File: src/verilog/smc_pkg.sv
/*
  Shared constants and carrier types for the supply monitor control block:
  register indices, field positions, reset values, mode codes and timing.
  Assumes a 250 MHz mclk and a bus whose byte address is four times the index.
*/
`default_nettype none

package smc_pkg;

  // register indices; byte address is four times the index
  localparam logic [5:0] IDX_MONITOR_MODE_CTRL = 6'h00;
  localparam logic [5:0] IDX_THRESHOLD_LEVEL = 6'h01;
  localparam logic [5:0] IDX_RESERVED_FIRST = 6'h02;
  localparam logic [5:0] IDX_RESERVED_LAST = 6'h07;
  localparam logic [5:0] IDX_EARLY_WARN_LEVEL = 6'h08;
  localparam logic [5:0] IDX_WARN_IRQ_CTRL = 6'h09;
  localparam logic [5:0] IDX_WARN_IRQ_FLAGS = 6'h0a;
  localparam logic [5:0] IDX_WARN_STATE = 6'h0b;

  // field positions
  localparam int SLEEP_MODE_LSB = 0;
  localparam int ACTIVE_MODE_LSB = 2;
  localparam int SAMPLE_RATE_BIT = 4;
  localparam int THRESHOLD_LSB = 0;
  localparam int WARN_OFFSET_LSB = 0;
  localparam int WARN_IRQ_ENABLE_BIT = 0;
  localparam int WARN_EDGE_LSB = 1;
  localparam int WARN_IRQ_FLAG_BIT = 0;
  localparam int WARN_BELOW_BIT = 0;

  // reset values
  localparam logic [1:0] RESET_MODE = 2'h0;
  localparam logic [2:0] RESET_THRESHOLD = 3'h0;
  localparam logic [1:0] RESET_WARN_OFFSET = 2'h0;
  localparam logic [1:0] RESET_WARN_EDGE = 2'h0;
  localparam logic [31:0] RESET_RDATA = 32'h0000_0000;

  // unlock guard window, in instructions
  localparam logic [2:0] UNLOCK_WINDOW_INSTR = 3'h4;

  // sampling rates and the derived periods in mclk cycles
  localparam int unsigned MCLK_HZ = 250_000_000;
  localparam int unsigned FAST_RATE_HZ = 128;
  localparam int unsigned SLOW_RATE_HZ = 32;
  localparam int unsigned FAST_CYCLES = MCLK_HZ / FAST_RATE_HZ;
  localparam int unsigned SLOW_CYCLES = MCLK_HZ / SLOW_RATE_HZ;

  // monitor operating modes
  typedef enum logic [1:0] {
    MODE_DISABLED = 2'h0,
    MODE_CONTINUOUS = 2'h1,
    MODE_SAMPLED = 2'h2,
    MODE_CONTINUOUS_HOLD = 2'h3
  } smc_mode_t;

  // warning edge selection
  localparam logic [1:0] EDGE_FALLING = 2'h0;
  localparam logic [1:0] EDGE_RISING = 2'h1;
  localparam logic [1:0] EDGE_BOTH = 2'h2;

  // warning offset selection; zero switches the warning monitor off
  localparam logic [1:0] WARN_OFFSET_OFF = 2'h0;

  // power state sequencer, gray coded along the usual path
  typedef enum logic [1:0] {
    PS_RUN = 2'b00,
    PS_SLEEP = 2'b01,
    PS_WAKE_HOLD = 2'b11
  } smc_power_state_t;

  typedef struct packed {
    logic psel;
    logic penable;
    logic pwrite;
    logic [7:0] paddr;
    logic [31:0] pwdata;
  } smc_apb_req_t;

  typedef struct packed {
    logic sample_rate_sel;
    logic [1:0] active_mode;
    logic [1:0] sleep_mode;
    logic [2:0] threshold_sel;
  } smc_fuse_t;

  typedef struct packed {
    logic monitor_on;
    logic monitor_sampled;
    logic sample_rate_sel;
    logic [2:0] threshold_sel;
    logic warn_on;
    logic [1:0] warn_offset_sel;
  } smc_analog_ctrl_t;

endpackage : smc_pkg

`default_nettype wire

File: src/verilog/smc_supply_monitor_control.sv
/*
  Control and status logic of the supply drop monitor and its early warning
  monitor, reached over APB. Fuse values, sleep state, comparator output and
  the unlock key strobe come from surrounding logic, synchronous to mclk.
*/
// Design decision made here: register access over APB.
`timescale 1ns/1ns
`default_nettype none

module smc_supply_monitor_control #(
  parameter int unsigned FAST_PERIOD = smc_pkg::FAST_CYCLES,
  parameter int unsigned SLOW_PERIOD = smc_pkg::SLOW_CYCLES
) (
  // clock and reset
  input wire logic mclk,
  input wire logic rst,
  // register bus
  input wire smc_pkg::smc_apb_req_t apb_req,
  output logic [31:0] prdata,
  output logic pready,
  output logic pslverr,
  // fuse values, held stable by the fuse loader
  input wire smc_pkg::smc_fuse_t fuse,
  // processor side
  input wire logic unlock_key_written,
  input wire logic instr_retired,
  input wire logic deep_sleep,
  output logic hold_execution,
  // analog side
  input wire logic warn_below_raw,
  input wire logic monitor_ready,
  output var smc_pkg::smc_analog_ctrl_t analog_ctrl,
  // interrupt request
  output logic warn_irq
);

  function automatic logic reg_hit(input logic [7:0] addr, input logic [5:0] idx);
    reg_hit = (addr[1:0] == 2'b00) && (addr[7:2] == idx);
  endfunction : reg_hit

  // state
  logic fuse_loaded;
  logic sample_rate;
  logic [1:0] active_mode;
  logic [1:0] sleep_mode;
  logic [2:0] threshold;
  logic [1:0] warn_offset;
  logic [1:0] warn_edge;
  logic warn_ie;
  logic warn_flag;
  logic warn_below;
  logic [2:0] unlock_cnt;
  smc_pkg::smc_power_state_t pstate;
  smc_pkg::smc_power_state_t next_pstate;

  // bus decode
  wire logic bus_setup = apb_req.psel && !apb_req.penable;
  wire logic bus_access = apb_req.psel && apb_req.penable;
  wire logic bus_wr = bus_access && apb_req.pwrite;
  wire logic [7:0] addr = apb_req.paddr;
  wire logic [31:0] wdata = apb_req.pwdata;
  wire logic hit_ctrl = reg_hit(addr, smc_pkg::IDX_MONITOR_MODE_CTRL);
  wire logic hit_thr = reg_hit(addr, smc_pkg::IDX_THRESHOLD_LEVEL);
  wire logic hit_wlvl = reg_hit(addr, smc_pkg::IDX_EARLY_WARN_LEVEL);
  wire logic hit_irqc = reg_hit(addr, smc_pkg::IDX_WARN_IRQ_CTRL);
  wire logic hit_flag = reg_hit(addr, smc_pkg::IDX_WARN_IRQ_FLAGS);
  wire logic hit_state = reg_hit(addr, smc_pkg::IDX_WARN_STATE);
  wire logic hit_resv = (addr[1:0] == 2'b00) && (addr[7:2] >= smc_pkg::IDX_RESERVED_FIRST)
                        && (addr[7:2] <= smc_pkg::IDX_RESERVED_LAST);
  wire logic hit_any = hit_ctrl || hit_thr || hit_wlvl || hit_irqc || hit_flag
                       || hit_state || hit_resv;

  // zero-wait slave: every access phase completes in its first cycle
  assign pready = bus_access;

  wire logic unlocked = (unlock_cnt != 3'h0);
  wire logic ctrl_wr = bus_wr && hit_ctrl;
  wire logic sleep_wr = ctrl_wr && unlocked;
  logic [2:0] next_unlock_cnt;
  // the key reloads the window; any control write, honoured or not, spends it unless the key comes in the same cycle
  assign next_unlock_cnt = unlock_key_written ? smc_pkg::UNLOCK_WINDOW_INSTR :
                           ctrl_wr ? 3'h0 :
                           (instr_retired && unlocked) ? unlock_cnt - 3'h1 : unlock_cnt;

  wire logic in_sleep = (pstate == smc_pkg::PS_SLEEP);
  wire logic [1:0] eff_mode = in_sleep ? sleep_mode : active_mode;
  // reserved sleep code three is treated as disabled
  wire logic mon_on = fuse_loaded && (eff_mode != smc_pkg::MODE_DISABLED)
                      && !(in_sleep && eff_mode == smc_pkg::MODE_CONTINUOUS_HOLD);
  wire logic mon_sampled = mon_on && (eff_mode == smc_pkg::MODE_SAMPLED);

  wire logic warn_on = mon_on && (warn_offset != smc_pkg::WARN_OFFSET_OFF);
  logic sample_strobe;

  smc_sampler #(
    .FAST_PERIOD(FAST_PERIOD),
    .SLOW_PERIOD(SLOW_PERIOD)
  ) u_sampler (
    .mclk(mclk),
    .rst(rst),
    .run(mon_sampled),
    .slow(sample_rate),
    .strobe(sample_strobe)
  );

  wire logic warn_take = warn_on && (!mon_sampled || sample_strobe);
  wire logic crossing = warn_take && (warn_below_raw != warn_below);
  wire logic edge_match = (warn_edge == smc_pkg::EDGE_FALLING) ? warn_below_raw :
                          (warn_edge == smc_pkg::EDGE_RISING) ? !warn_below_raw :
                          (warn_edge == smc_pkg::EDGE_BOTH);
  wire logic flag_set = crossing && edge_match;
  wire logic flag_clr = bus_wr && hit_flag && wdata[smc_pkg::WARN_IRQ_FLAG_BIT];
  // set wins over clear; when off, only a clear write changes it
  wire logic next_warn_flag = flag_set || (warn_flag && !flag_clr);
  wire logic next_warn_below = warn_take ? warn_below_raw : warn_below;

  assign warn_irq = warn_ie && warn_flag;

  always_comb
  begin
    next_pstate = pstate;
    case (pstate)
      smc_pkg::PS_RUN:
        if (deep_sleep)
          next_pstate = smc_pkg::PS_SLEEP;
      smc_pkg::PS_SLEEP:
        if (!deep_sleep)
          next_pstate = (active_mode == smc_pkg::MODE_CONTINUOUS_HOLD) ?
                        smc_pkg::PS_WAKE_HOLD : smc_pkg::PS_RUN;
      smc_pkg::PS_WAKE_HOLD:
        if (monitor_ready)
          next_pstate = smc_pkg::PS_RUN;
      default:
        next_pstate = smc_pkg::PS_RUN;
    endcase
  end

  assign hold_execution = (pstate == smc_pkg::PS_WAKE_HOLD);

  // read data, captured in the setup cycle
  logic [31:0] next_rdata;
  always_comb
  begin
    next_rdata = 32'h0000_0000;
    if (hit_ctrl)
    begin
      next_rdata[smc_pkg::SAMPLE_RATE_BIT] = sample_rate;
      next_rdata[smc_pkg::ACTIVE_MODE_LSB +: 2] = active_mode;
      next_rdata[smc_pkg::SLEEP_MODE_LSB +: 2] = sleep_mode;
    end
    else if (hit_thr)
      next_rdata[smc_pkg::THRESHOLD_LSB +: 3] = threshold;
    else if (hit_wlvl)
      next_rdata[smc_pkg::WARN_OFFSET_LSB +: 2] = warn_offset;
    else if (hit_irqc)
    begin
      next_rdata[smc_pkg::WARN_EDGE_LSB +: 2] = warn_edge;
      next_rdata[smc_pkg::WARN_IRQ_ENABLE_BIT] = warn_ie;
    end
    else if (hit_flag)
      next_rdata[smc_pkg::WARN_IRQ_FLAG_BIT] = warn_flag;
    else if (hit_state)
      next_rdata[smc_pkg::WARN_BELOW_BIT] = warn_below;
  end

  smc_pkg::smc_analog_ctrl_t next_analog_ctrl;
  always_comb
  begin
    next_analog_ctrl.monitor_on = mon_on;
    next_analog_ctrl.monitor_sampled = mon_sampled;
    next_analog_ctrl.sample_rate_sel = sample_rate;
    next_analog_ctrl.threshold_sel = threshold;
    next_analog_ctrl.warn_on = warn_on;
    next_analog_ctrl.warn_offset_sel = warn_offset;
  end

  always_ff @(posedge mclk or posedge rst)
  begin
    if (rst)
    begin
      fuse_loaded <= 1'b0;
      sample_rate <= 1'b0;
      active_mode <= smc_pkg::RESET_MODE;
      threshold <= smc_pkg::RESET_THRESHOLD;
    end
    else if (!fuse_loaded)
    begin
      fuse_loaded <= 1'b1;
      sample_rate <= fuse.sample_rate_sel;
      active_mode <= fuse.active_mode;
      threshold <= fuse.threshold_sel;
    end
  end

  always_ff @(posedge mclk or posedge rst)
  begin
    if (rst)
      sleep_mode <= smc_pkg::RESET_MODE;
    else if (!fuse_loaded)
      sleep_mode <= fuse.sleep_mode;
    else if (sleep_wr)
      sleep_mode <= wdata[smc_pkg::SLEEP_MODE_LSB +: 2];
  end

  always_ff @(posedge mclk or posedge rst)
  begin
    if (rst)
    begin
      warn_offset <= smc_pkg::RESET_WARN_OFFSET;
      warn_edge <= smc_pkg::RESET_WARN_EDGE;
      warn_ie <= 1'b0;
    end
    else
    begin
      if (bus_wr && hit_wlvl)
        warn_offset <= wdata[smc_pkg::WARN_OFFSET_LSB +: 2];
      if (bus_wr && hit_irqc)
      begin
        warn_edge <= wdata[smc_pkg::WARN_EDGE_LSB +: 2];
        warn_ie <= wdata[smc_pkg::WARN_IRQ_ENABLE_BIT];
      end
    end
  end

  always_ff @(posedge mclk or posedge rst)
  begin
    if (rst)
    begin
      warn_flag <= 1'b0;
      warn_below <= 1'b0;
      unlock_cnt <= 3'h0;
      pstate <= smc_pkg::PS_RUN;
    end
    else
    begin
      warn_flag <= next_warn_flag;
      warn_below <= next_warn_below;
      unlock_cnt <= next_unlock_cnt;
      pstate <= next_pstate;
    end
  end

  always_ff @(posedge mclk or posedge rst)
  begin
    if (rst)
    begin
      prdata <= smc_pkg::RESET_RDATA;
      pslverr <= 1'b0;
      analog_ctrl <= '0;
    end
    else
    begin
      if (bus_setup)
      begin
        prdata <= next_rdata;
        pslverr <= !hit_any;
      end
      analog_ctrl <= next_analog_ctrl;
    end
  end

  property p_irq_follows_flag;
    @(posedge mclk) disable iff (rst)
    (warn_ie && flag_set && !(bus_wr && hit_irqc)) |=> warn_irq && warn_flag;
  endproperty
  a_irq_follows_flag: assert property (p_irq_follows_flag)
    else $error("warning request missing after enabled flag set");

  property p_flag_holds_when_off;
    @(posedge mclk) disable iff (rst)
    (!mon_on && !flag_clr) |=> (warn_flag == $past(warn_flag));
  endproperty
  a_flag_holds_when_off: assert property (p_flag_holds_when_off)
    else $error("warning flag changed while monitor off");

  property p_locked_write_ignored;
    @(posedge mclk) disable iff (rst)
    (fuse_loaded && ctrl_wr && unlock_cnt == 3'h0 && !unlock_key_written)
      |=> $stable(sleep_mode);
  endproperty
  a_locked_write_ignored: assert property (p_locked_write_ignored)
    else $error("sleep mode changed without unlock");

  property p_window_expires;
    @(posedge mclk) disable iff (rst)
    (unlock_key_written ##1 (!unlock_key_written && instr_retired && !ctrl_wr) [*4])
      |=> !unlocked;
  endproperty
  a_window_expires: assert property (p_window_expires)
    else $error("unlock window outlived four instructions");

  property p_active_mode_read_only;
    @(posedge mclk) disable iff (rst)
    (fuse_loaded && ctrl_wr) |=> $stable(active_mode) && $stable(sample_rate);
  endproperty
  a_active_mode_read_only: assert property (p_active_mode_read_only)
    else $error("read-only monitor mode bits were written");

  property p_edge_sets_flag;
    @(posedge mclk) disable iff (rst)
    (mon_on && crossing && warn_edge == smc_pkg::EDGE_BOTH) |=> warn_flag;
  endproperty
  a_edge_sets_flag: assert property (p_edge_sets_flag)
    else $error("crossing did not set warning flag");

  property p_reserved_edge_quiet;
    @(posedge mclk) disable iff (rst)
    (warn_edge == 2'h3 && !warn_flag) |=> !warn_flag;
  endproperty
  a_reserved_edge_quiet: assert property (p_reserved_edge_quiet)
    else $error("reserved edge code set the flag");

  property p_status_tracks;
    @(posedge mclk) disable iff (rst)
    (warn_on && !mon_sampled) |=> (warn_below == $past(warn_below_raw));
  endproperty
  a_status_tracks: assert property (p_status_tracks)
    else $error("warning state does not follow comparator");

  property p_reserved_reads_zero;
    @(posedge mclk) disable iff (rst)
    (bus_setup && hit_resv) |=> (prdata == 32'h0000_0000) && !pslverr;
  endproperty
  a_reserved_reads_zero: assert property (p_reserved_reads_zero)
    else $error("reserved register read nonzero");

  property p_sleep_uses_sleep_mode;
    @(posedge mclk) disable iff (rst)
    (fuse_loaded && pstate == smc_pkg::PS_SLEEP && sleep_mode == smc_pkg::MODE_DISABLED)
      |=> !analog_ctrl.monitor_on;
  endproperty
  a_sleep_uses_sleep_mode: assert property (p_sleep_uses_sleep_mode)
    else $error("disabled sleep mode left monitor on");

endmodule : smc_supply_monitor_control

`default_nettype wire

File: src/verilog/smc_sampler.sv
/*
  Sample strobe generator for the sampled monitor mode.
  Assumes the caller holds run low outside sampled mode; the counter restarts
  whenever run drops or the rate changes so a strobe never comes early.
*/
`timescale 1ns/1ns
`default_nettype none

module smc_sampler #(
  parameter int unsigned FAST_PERIOD = smc_pkg::FAST_CYCLES,
  parameter int unsigned SLOW_PERIOD = smc_pkg::SLOW_CYCLES
) (
  // clock and reset
  input wire logic mclk,
  input wire logic rst,
  // control
  input wire logic run,
  input wire logic slow,
  // one-cycle sample pulse
  output logic strobe
);

  logic [31:0] count;
  logic slow_seen;
  wire logic [31:0] period = slow ? 32'(SLOW_PERIOD) : 32'(FAST_PERIOD);
  wire logic restart = !run || (slow != slow_seen);
  wire logic wrap = (count >= period - 32'h0000_0001);
  logic [31:0] next_count;

  assign next_count = (restart || wrap) ? 32'h0000_0000 : count + 32'h0000_0001;

  always_ff @(posedge mclk or posedge rst)
  begin
    if (rst)
    begin
      count <= 32'h0000_0000;
      slow_seen <= 1'b0;
      strobe <= 1'b0;
    end
    else
    begin
      count <= next_count;
      slow_seen <= slow;
      strobe <= run && !restart && wrap;
    end
  end

endmodule : smc_sampler

`default_nettype wire

File: config.mk
export PLATFORM = sky130hd
export DESIGN_NAME = smc_supply_monitor_control
export DESIGN_NICKNAME = d
export VERILOG_FILES = /design/src/verilog/smc_pkg.sv /design/src/verilog/smc_supply_monitor_control.sv /design/src/verilog/smc_sampler.sv
export SDC_FILE = /design/constraint.sdc
export NUM_CORES = 1
export LEC_CHECK = 0
export ABC_AREA = 0
export BUFFER_PORTS_ARGS = -buffer_cell sky130_fd_sc_hd__buf_2
export CAP_MARGIN = 10
export CORE_MARGIN = 1
export CORE_UTILIZATION = 47
export CTS_BUF_LIST = sky130_fd_sc_hd__clkbuf_4 sky130_fd_sc_hd__clkbuf_8 sky130_fd_sc_hd__clkbuf_16
export DETAILED_ROUTE_END_ITERATION = 8
export PLACE_DENSITY = 0.85
export SLEW_MARGIN = 15
export SYNTH_ARGS = -nofsm -noshare
export SYNTH_HDL_FRONTEND = slang
export SYNTH_SLANG_ARGS = --single-unit
export TNS_END_PERCENT = 30
File: constraint.sdc
create_clock -name mclk -period 2.2 [get_ports mclk]
set_input_delay 0.22 -clock mclk [delete_from_list [all_inputs] [get_ports mclk]]
set_output_delay 0.22 -clock mclk [all_outputs]
set_load 0.02 [all_outputs]
==> run_results.csv <==
group,metric,value,unit
logic_synthesis,synth_top_area_share,47.8,%
logic_synthesis,synth_top_area_cell,"dfrtp_1",
sta,fin_ws,35.4,ps
routing,drc,0,
routing,drt_wl_total,7090,um
logic_synthesis,yosysMostFrequentCell,"dfrtp_1",
sta,finalCriticalPeriod,2160,ps
setup_path,r2r-start,"sample_rate",
sta,whs,52.0,ps
clocking,root_buffer,"clkbuf_8",
setup_path,rr_worst_depth,9,
logic_synthesis,synth.avg_cell_area,10.5,um^2
global_routing,grt_remaining_overflow,0,
logic_synthesis,synth.distinct_cells,46,
placed_design,dp.cells,498,
logic_synthesis,yosys_warnings,0,
logic_synthesis,async_flop_share,100,%
logic_synthesis,ys_top_cells_by_count,"69 x dfrtp_1, 29 x nor3_1, 28 x buf_4",
pwr,power.total,0.00272,W
sta,setup_viol,0,
logic_synthesis,synth-edff-count,0,
placed_design,dp_hpwl,4980,um
placed_design,portBuffers,46,
logic_synthesis,synth_ff_type,"dfrtp_1",
setup_path,cp.depth,9,
setup_path,arrival,2400,ps
placed_design,finalWeightedCongestion,0.898,
global_routing,first_global_vias,2549,
worst_hold_path,hp-class,"input port to flip-flop",
cells_and_area,nets,490,
cells_and_area,drive_gt1_share,27.3,%
sta,tns,0,ps
logic_synthesis,synth_seq_cells,69,
routing,vias,2669,
clocking,clk_pin_slew,70,ps
setup_path,slowest_delay,430,ps
pwr,vdd_drop_max,0.340,mV
floorplan,ios,103,
setup_path,critPathLaunch,"sample_rate",
routing,drtIter0Drc,90,
job,maxCapViolCount,0,
floorplan,start_util,49.3,%
setup_path,crit_end,"u_sampler.count[21]",
clocking,cts_buffers,9,
cells_and_area,fin_cells,516,
status,status,"completed",
clocking,htree_levels,3,
setup_path,crit_type,"flip-flop to flip-flop",
setup_path,start_kind,"flip-flop",
setup_path,timing.rr.end,"u_sampler.count[21]",
routing,detail-route-antenna-nets,0,
cells_and_area,diodes,0,
setup_path,cpLargestDelayFamily,"buffers and inverters",
routing,post_drt_via_cell_ratio,5.17,
setup_path,cp-end-kind,"flip-flop",
logic_synthesis,ys_top_cells_by_area,"dfrtp_1 48%, ha_1 6.6%, buf_4 5.8%",
pwr,leakagePower,1.95,nW
placed_design,place_ws,69.7,ps
sta,final_max_slew_viol_count,0,
setup_path,reg2reg_slack,40,ps
sta,fmax,462,MHz
floorplan,die-area,0.00805,mm^2
setup_path,cp_num_buf_inv,3,
cells_and_area,syn_to_final_growth,17.2,%
clocking,cts.sinks,69,
floorplan,dieWidth,89.7,um
logic_synthesis,netlist_instances,344,
floorplan,fp-row-count,31,
global_routing,grt_first_pass_wirelength,11200,um
setup_path,crit_path_max_fanout,10,
setup_path,cpMaxStageDelayCell,"dfrtp_2",
global_routing,antenna_found_initial,0,
global_routing,track_usage,18.6,%
pwr,powerDensity,641,mW/mm^2
logic_synthesis,yosysSeqAreaShare,47.8,%
global_routing,grt_max_degree,70,
logic_synthesis,syn_area,0.00361,mm^2
clocking,clk-insertion-delay-late,340,ps
sta,skew,14.2,ps
sta,post-route-period-util,98.4,%
setup_path,critPathRequiredTime,2440,ps
floorplan,die_y,89.7,um
clocking,tritoncts,"yes",
sta,finalHoldViolations,0,
setup_path,crit_top_cell,"buf_4",
clocking,cts.path.max_buffers,2,
setup_path,crit_path_cell_trace,"clkinvlp_4 > buf_4 > ha_1 > nand4_1 > o221ai_2 > a21oi_2 > o21ai_2 > buf_4 > nor3_1",
routing,drt_first_pass_iters,4,
routing,routedWlPerCell,13.7,um
floorplan,coreArea,0.00733,mm^2
## sequential cells by signal, summed over array words and instances (netlist names)
| signal | cells |
|---|---|
| active_mode | 2 |
| analog_ctrl | 8 |
| fuse_loaded | 1 |
| prdata | 5 |
| pslverr | 1 |
| pstate | 2 |
| sample_rate | 1 |
| sleep_mode | 2 |
| threshold | 3 |
| u_sampler.count | 32 |
| u_sampler.slow_seen | 1 |
| u_sampler.strobe | 1 |
| unlock_cnt | 3 |
| warn_below | 1 |
| warn_edge | 2 |
| warn_flag | 1 |
| warn_ie | 1 |
| warn_offset | 2 |
## report_power, final
group | internal, W | switching (W)
clock | 0.000524 | 0.000473
sequential | 0.00132 | 0.0000400
combinational | 0.000135 | 0.000221
total | 0.00198 | 0.000734
## worst reg2reg max path, stage by stage, from the launching register on
cell        delay [ps]
dfrtp_2            430
clkinvlp_4         180
buf_4              190
ha_1               300
nand4_1            170
o221ai_2           140
a21oi_2            150
o21ai_2             80
buf_4              190
nor3_1             220
## cells by family after synthesis
kind of cell    count (synthesis)  share of synthesized area [%]
compound gates                 41                           7.20
xor+xnor                       25                           6.06
buf+inv                        51                           8.93
mux                            18                           5.78
fa+ha+maj                      19                           6.58
simple gates                  119                           17.5
flops                          69                           47.8
other cells                     2                          0.208
## what timing repair did
| action | CTS | global route |
|---|---|---|
| hold buffers | 1 | 0 |
| hold endpoints to repair | 69 | 0 |
| buffers inserted | 0 | 2 |
| setup endpoints to repair | 0 | 25 |
| resized for setup | 0 | 21 |
## placed cells by master (no fill, tap or decap), types with 2 or more instances in the layout
cell type	instances
nor3_2	10
buf_4	12
conb_1	36
o21ai_0	8
a21oi_1	9
clkbuf_8	9
nand4b_1	2
mux2_2	13
a21oi_2	2
and4_1	2
buf_2	46
nor2b_1	4
nor3_1	19
nor2_1	16
mux2i_1	4
nand2_1	22
nand2b_1	3
and2_1	4
nand3_1	14
xor2_1	17
dfrtp_1	68
a31oi_1	4
nand4_1	10
o31ai_1	6
ha_1	18
clkinv_2	3
inv_1	12
and3_1	3
clkinvlp_4	2
xnor2_1	8
nor4_1	3
## metal layers
layer	up-vias	routed length, um	global-route usage, %
li1	1289	-	-
met1	1286	3030	21.7
met2	83	3530	32.4
met3	11	417	5.48
met4	0	114	7.07
met5	-	0	0
## area by class of cell
| cell class | count | area, um^2 |
|---|---|---|
| Inverter | 14 | 56.3 |
| Fill cell | 597 | 3090 |
| Timing Repair Buffer | 61 | 362 |
| Multi-Input combinational cell | 258 | 1780 |
| Clock inverter | 5 | 52.6 |
| Tap cell | 99 | 124 |
| Sequential cell | 69 | 1730 |
| Clock buffer | 10 | 131 |
## how the worst min path moves through the flow
stage,slack (ps),to,from,depth (start not counted)
after floorplan,290,unlock_cnt[0],unlock_key_written,1
after global placement,320,sample_rate,rst,3
after detailed placement,320,sample_rate,rst,3
after CTS,40,unlock_cnt[0],unlock_key_written,2
after global routing,50,unlock_cnt[0],unlock_key_written,2
final,50,unlock_cnt[0],unlock_key_written,2
## per-stage QoR
| step | instance area (um^2) | util, % |
|---|---|---|
| global route | 4240 | 57.8 |
| finish | 4240 | 57.8 |
| floorplan | 3740 | - |
| global placement | 3930 | 53.6 |
| detailed placement | 3930 | 53.6 |
| CTS | 4120 | 56.2 |
Note: power is estimated with default switching activity, not from simulation.
